File: src/verilog/addr_map_defines.svh
// Purpose: Constants for the SDRAM address mapper (field positions, pin layout).
// Assumes: Host byte addresses of 32 bits; 64-bit memory data path.
// Notes: Types live in addr_map_pkg.
// How it works
// - 16M two-bank row: bank select from bit 11, lines 10..0 from bits 22..12.
// - 64/128M two-bank row: bank select bit 11, lines 12..0 from bits 24..12.
// - 64/128M two-bank column: lines 12..10 low, 9..8 bits 26..25, rest 10..3.
// - Four-bank row: bank selects bits 11 and 12, lines 11..0 from bits 24..13.
// - Four-bank column: banks kept, lines 11..10 low, 9..8 bits 26..25, rest 10..3.
// - Memory clock comes from internal PLL and drives the clock output directly.
// - Graphics memory starts bank 0, host memory sits above; bank 0 always used.
// - Large parts reuse third and fourth chip selects as address or bank lines.
`ifndef ADDR_MAP_DEFINES_SVH
`define ADDR_MAP_DEFINES_SVH
`define AM_HOST_AW 32
`define AM_LINES_W 13
`define AM_BANK_LO_BIT 11
`define AM_BANK_HI_BIT 12
`define AM_COL_LO 3
`define AM_COL_HI 10
`define AM_ROW16_LO 12
`define AM_ROW16_HI 22
`define AM_ROW64_LO 12
`define AM_ROW64_HI 24
`define AM_ROW4B_LO 13
`define AM_ROW4B_HI 24
`define AM_C16_HI 24
`define AM_C16_LO 23
`define AM_C64_HI 26
`define AM_C64_LO 25
`define AM_LINE_TOP12 12
`define AM_LINE_TOP11 11
`define AM_CHIP_SEL_W 4
`define AM_CS_IDLE 4'h000F
`endif

File: src/verilog/addr_map_pkg.sv
// Purpose: Types for the SDRAM address mapper.
// Assumes: Used by the mapper and the bench files; mem_clock_out does not import it.
// Notes: Geometry select encoding is free; the mapper decodes it only by name.
package addr_map_pkg;
  typedef enum logic [1:0] {
    GEOM_16M_2B,
    GEOM_64M_2B,
    GEOM_64M_4B
  } geom_e;
  typedef logic [12:0] lines_t;
endpackage

File: src/verilog/mem_clock_out.sv
// Purpose: Forward the PLL memory clock straight to the output pin.
// Assumes: The PLL is outside this logic and feeds pll_clk.
// Notes: No gating or register, so no added skew beyond the pad.
`timescale 1ns/1ps
module mem_clock_out (
  input wire logic pll_clk,
  output logic mem_clock_out
);
  // Direct path keeps the returned copy a faithful board-delayed image
  assign mem_clock_out = pll_clk;
endmodule // mem_clock_out

File: src/verilog/sdram_address_mapper.sv
// Purpose: Split a host byte address into bank select, row and column lines.
// Assumes: Runs on the returned memory clock; requests are one-cycle pulses.
// Notes: Outputs except mem_clock_out are registered one cycle after the request; geometry is latched
//   at reset release so a live change cannot split a row from its column.
`timescale 1ns/1ps
`include "addr_map_defines.svh"
module sdram_address_mapper #(
  parameter int HOST_AW = `AM_HOST_AW,
  parameter int GRAPHICS_BYTES = 32'h0040_0000
) (
  input wire logic clk_sys,
  input wire logic reset_n,
  input wire logic pll_clk,
  input wire addr_map_pkg::geom_e geom_sel,
  input wire logic [HOST_AW-1:0] host_addr,
  input wire logic graphics_access,
  input wire logic req_valid,
  input wire logic col_phase,
  output logic mem_clock_out,
  output logic map_valid,
  output logic bank_select_low,
  output logic bank_select_high,
  output addr_map_pkg::lines_t sdram_row_col_lines,
  output logic chip_select_third_n,
  output logic chip_select_fourth_n,
  output logic upper_bank_usable
);
  import addr_map_pkg::*;

  typedef struct packed {
    logic cfg_taken;
    geom_e geom;
    logic valid;
    logic ba0;
    logic ba1;
    lines_t lines;
    logic cs3_n;
    logic cs4_n;
  } state_s;

  state_s st_q;
  state_s st_d;
  logic [HOST_AW-1:0] eff_addr;

  // Memory clock path kept in its own cell
  mem_clock_out u_clk (
    .pll_clk(pll_clk),
    .mem_clock_out(mem_clock_out)
  );

  // Host memory sits above the graphics area at the base of bank 0
  assign eff_addr = graphics_access ? host_addr
                                    : host_addr + HOST_AW'(GRAPHICS_BYTES);

  // Column low eight lines are common to every geometry
  function automatic lines_t col_low(input logic [HOST_AW-1:0] a);
    lines_t r;
    r = '0;
    r[7:0] = a[`AM_COL_HI:`AM_COL_LO];
    return r;
  endfunction

  // Next-state: one mapping per geometry, chosen for every access alike
  always_comb begin
    st_d = st_q;
    st_d.valid = req_valid;
    if (!st_q.cfg_taken) begin
      st_d.geom = geom_sel;
      st_d.cfg_taken = 1'b1;
    end
    if (req_valid) begin
      st_d.ba0 = eff_addr[`AM_BANK_LO_BIT];
      st_d.ba1 = 1'b0;
      st_d.lines = col_low(eff_addr);
      case (st_q.geom)
        GEOM_16M_2B: begin
          if (!col_phase) begin
            st_d.lines = '0;
            st_d.lines[10:0] = eff_addr[`AM_ROW16_HI:`AM_ROW16_LO];
          end else begin
            st_d.lines[9:8] = eff_addr[`AM_C16_HI:`AM_C16_LO];
          end
        end
        GEOM_64M_2B: begin
          if (!col_phase) begin
            st_d.lines = eff_addr[`AM_ROW64_HI:`AM_ROW64_LO];
          end else begin
            st_d.lines[9:8] = eff_addr[`AM_C64_HI:`AM_C64_LO];
          end
        end
        GEOM_64M_4B: begin
          st_d.ba1 = eff_addr[`AM_BANK_HI_BIT];
          if (!col_phase) begin
            st_d.lines = '0;
            st_d.lines[11:0] = eff_addr[`AM_ROW4B_HI:`AM_ROW4B_LO];
          end else begin
            st_d.lines[9:8] = eff_addr[`AM_C64_HI:`AM_C64_LO];
          end
        end
        default: begin
          st_d.lines = '0;
        end
      endcase
    end
    // Large parts lend the spare chip selects to address and bank lines
    case (st_q.geom)
      GEOM_64M_2B: begin
        st_d.cs3_n = st_d.lines[`AM_LINE_TOP11];
        st_d.cs4_n = st_d.lines[`AM_LINE_TOP12];
      end
      GEOM_64M_4B: begin
        st_d.cs3_n = st_d.lines[`AM_LINE_TOP11];
        st_d.cs4_n = st_d.ba1;
      end
      default: begin
        st_d.cs3_n = 1'b1;
        st_d.cs4_n = 1'b1;
      end
    endcase
  end

  // Synchronous reset; geometry is sampled on the first cycle after release
  always_ff @(posedge clk_sys) begin
    if (!reset_n) begin
      st_q <= '{cfg_taken: 1'b0, geom: GEOM_16M_2B, valid: 1'b0, ba0: 1'b0,
                ba1: 1'b0, lines: '0, cs3_n: 1'b1, cs4_n: 1'b1};
    end else begin
      st_q <= st_d;
    end
  end

  assign map_valid = st_q.valid;
  assign bank_select_low = st_q.ba0;
  assign bank_select_high = st_q.ba1;
  assign sdram_row_col_lines = st_q.lines;
  assign chip_select_third_n = st_q.cs3_n;
  assign chip_select_fourth_n = st_q.cs4_n;
  // Only 16M parts leave all four chip selects for banks
  assign upper_bank_usable = (st_q.geom == GEOM_16M_2B);
endmodule // sdram_address_mapper

File: config.mk
export PLATFORM = sky130hd
export DESIGN_NAME = sdram_address_mapper
export DESIGN_NICKNAME = d
export VERILOG_FILES = /design/src/verilog/addr_map_pkg.sv /design/src/verilog/mem_clock_out.sv /design/src/verilog/sdram_address_mapper.sv
export VERILOG_INCLUDE_DIRS = /design/src /design/src/verilog
export SDC_FILE = /design/constraint.sdc
export NUM_CORES = 1
export LEC_CHECK = 0
export ABC_AREA = 0
export BUFFER_PORTS_ARGS = -buffer_cell sky130_fd_sc_hd__buf_2
export CELL_PAD_IN_SITES_DETAIL_PLACEMENT = 1
export CELL_PAD_IN_SITES_GLOBAL_PLACEMENT = 2
export CORE_MARGIN = 2
export CORE_UTILIZATION = 25
export DETAILED_ROUTE_END_ITERATION = 6
export GPL_ROUTABILITY_DRIVEN = 0
export PLACE_DENSITY = 0.83
export SETUP_SLACK_MARGIN = 0.15
export SKIP_LAST_GASP = 1
export SLEW_MARGIN = 30
export SYNTH_ARGS = -nofsm -noshare
export SYNTH_HDL_FRONTEND = slang
export SYNTH_HIERARCHICAL = 1
export SYNTH_SLANG_ARGS = --single-unit
File: constraint.sdc
create_clock -name clk_sys -period 2 [get_ports clk_sys]
set_input_delay 0.2 -clock clk_sys [delete_from_list [all_inputs] [get_ports clk_sys]]
set_output_delay 0.2 -clock clk_sys [all_outputs]
set_load 0.02 [all_outputs]
==> flow_summary.ini <==
[outcome]
status = completed

[power_and_ir_drop]
clockPowerShare_pct = 29.4
p_comb_share_pct = 23.9
switching_share_pct = 30.4
seq_power_share_pct = 46.7
cell_internal_pwr_w = 0.000682
leakage_nw = 0.712
power_density_nw_per_um2 = 630
switching_power_w = 0.000297
vdd_ir_drop_max_mv = 0.304

[setup_path]
critPathLaunchType = flop
cp-end-kind = flop
max_stage_delay_ns = 0.34
slowest_stage = dfxtp_1
crit_type = reg -> reg
crit_path_max_fanout = 9
crit_chain = inv_1 > ha_1 > or2_1 > o21ai_0 > a221oi_1 > o21a_1
crit_arrival_ns = 1.85
crit_required_ns = 2.22

[clock_network]
cts.sinks = 21
cts_tree = yes
htreeDepth = 1
clk_pin_slew_worst_paths_ns = 0.08
post_cts_resized = 0
cts_root_buf = clkbuf_8
clk_latency_ns = 0.26
cts_hold_buffers = 0
cts_made_buffers = 3
cts_buffer_depth = 2
post-cts-setup-buffers = 0

[drt]
routed_wl_um = 3410
routedWlPerCell_um = 13.4
via_per_inst = 4.52
via_count = 1148
drc = 0
drtIter0Drc = 42
ant_nets = 0
drtPass1Iterations = 4

[placed_design]
placed_cells = 250
dp_hpwl_um = 2510
port_buffers = 49

[yosys]
synth.most_common_cell = dfxtp_1
synth_nets = 200
synth-main-ff-cell = dfxtp_1
synth_commonest_cells = dfxtp_1 (21), o21ai_0 (18), buf_4 (16)
syn_inst = 155
ys_ff_latch = 21
avgSynthCellArea_um2 = 8.58
yosysUniqueCellTypes = 36
synth_edf_count = 0
ys_warn_count = 6
synth_top_area_share_pct = 31.6
syn_area_um2 = 1330
yosysSeqAreaShare_pct = 31.6
synth_largest_area_cell = dfxtp_1
ys_async_sr_fraction_pct = 0
synth_area_leaders = dfxtp_1 (32%), buf_4 (9.0%), o21ai_0 (6.8%)

[sta]
timing.final.crit_share_pct = 81.9
fin_setup_tns_ns = 0
setup_viol = 0
hold_viol_final = 0
slew_headroom_pct = 63.2
min_period_ns = 1.64
worstMarginPinSlew_ns = 0.552
rsz0062_at_grt = false
clock.fmax_mhz = 610
skew_ns = 0.00206
slew_viol_final = 0

[die]
die_h_um = 76.9
design.core.area_um2 = 5110
dieArea_um2 = 5920
ios = 60
std_cell_rows = 26
start_util_pct = 26.0
die_x_um = 76.9

[layout]
drive_gt1_share_pct = 31.5
regArea_um2 = 420
num_antenna_cells = 0
fin_cells = 254
multi_input_comb_area_um2 = 709
areaGrowthSynthToFinish_pct = 16.8
fillers = 627
num-nets-final = 230

[global_routing]
grt_antenna_before_repair = 0
grt_pass1_vias = 1227
grt_pass1_wl_um = 5790
grt_max_degree = 37
grt_usage_pct = 12.2
grt_overflow_total = 0

[flow_run]
maxCapViolCount = 0

[min_path]
hp-class = in -> reg
-- registers in the layout, indices dropped and copies added, names as in the netlist --
signal                count
st_q                      3
chip_select_fourth_n      1
sdram_row_col_lines      13
bank_select_low           1
map_valid                 1
bank_select_high          1
chip_select_third_n       1
-- worst max-delay path, delay by kind of cell, from the launching register on --
kind | cells | cell delay [ns]
adders and majority gates | 1 | 0.28
buffers and inverters | 1 | 0.09
DFF | 1 | 0.34
and+or+nand+nor | 1 | 0.32
AOI/OAI and AO/OA | 3 | 0.56
-- area by class of cell --
type,count,area share (%)
multi-input combinational,98,45.7
sequential,21,27.1
timing repair buffer,49,15.8
tap,70,5.64
inverter,12,2.90
clock buffer,3,2.66
clock inverter,1,0.322
-- path summary, 6_finish.rpt --
path / slack, ns / depth (start not counted) / from / end
worst min register to register: 0.46 / 1 / sdram_row_col_lines[9] / sdram_row_col_lines[9]
worst min-delay path: 0.19 / 3 / geom_sel[0] / st_q[18]
worst max register to register: 0.36 / 6 / st_q[19] / sdram_row_col_lines[1]
worst max-delay path: 0.36 / 6 / st_q[19] / sdram_row_col_lines[1]
-- logic make-up after synthesis --
kind of cell	count (synthesis)	synth area share, %
DFF	21	31.6
adders and majority gates	5	4.70
buffers and inverters	36	15.1
and+or+nand+nor	36	16.7
AOI/OAI and AO/OA	48	24.9
xor gates and xnor gates	4	3.20
muxes	5	3.86
-- power by group through the flow --
| stage | combinational, W | sequential [W] | clock, W |
|---|---|---|---|
| 3_3_place_gp | 0.000234 | 0.000466 | 0 |
| 5_1_grt | 0.000262 | 0.000461 | 0.000321 |
| 3_5_place_dp | 0.000238 | 0.000467 | 0 |
| 6_report | 0.000234 | 0.000457 | 0.000288 |
| 4_1_cts | 0.000239 | 0.000457 | 0.000301 |
| 2_1_floorplan | 0.000174 | 0.000472 | 0 |
-- per-layer routing --
layer	up-vias	wire length [µm]	global-route usage, %
met2	31	1580	21.3
li1	586	-	-
met5	-	0	0
met1	527	1560	14.6
met4	0	25	2.73
met3	4	232	4.00
-- placed cells by master (no fill, tap or decap), drive strengths merged --
cell type,n
buf,49
dfxtp,21
o21ai,20
inv,12
nor2b,12
a221oi,10
o21a,8
nand2,6
ha,5
mux2i,4
nand3,3
and2,3
nand4b,3
clkbuf,3
a21boi,2
and2b,2
nor2,2
xor2,2
a211o,2
or2,2
xnor2,2
mux2,1
nor3b,1
a32oi,1
nand3b,1
o2bb2ai,1
o221ai,1
a21o,1
a221o,1
nand2b,1
a211oi,1
clkinv,1
-- stage by stage --
step	hold slack, ns	util, %	setup WS, ns	cell area, µm²	total power, W
floorplan	0.228	-	0.491	1330	0.000646
global placement	0.400	29.5	0.412	1510	0.000701
detailed placement	0.400	29.5	0.354	1510	0.000705
CTS	0.192	30.4	0.335	1550	0.000998
global route	0.190	30.4	0.153	1550	0.00104
finish	0.194	30.4	0.362	1550	0.000979
No activity file was read; power rests on OpenSTA's default activity.
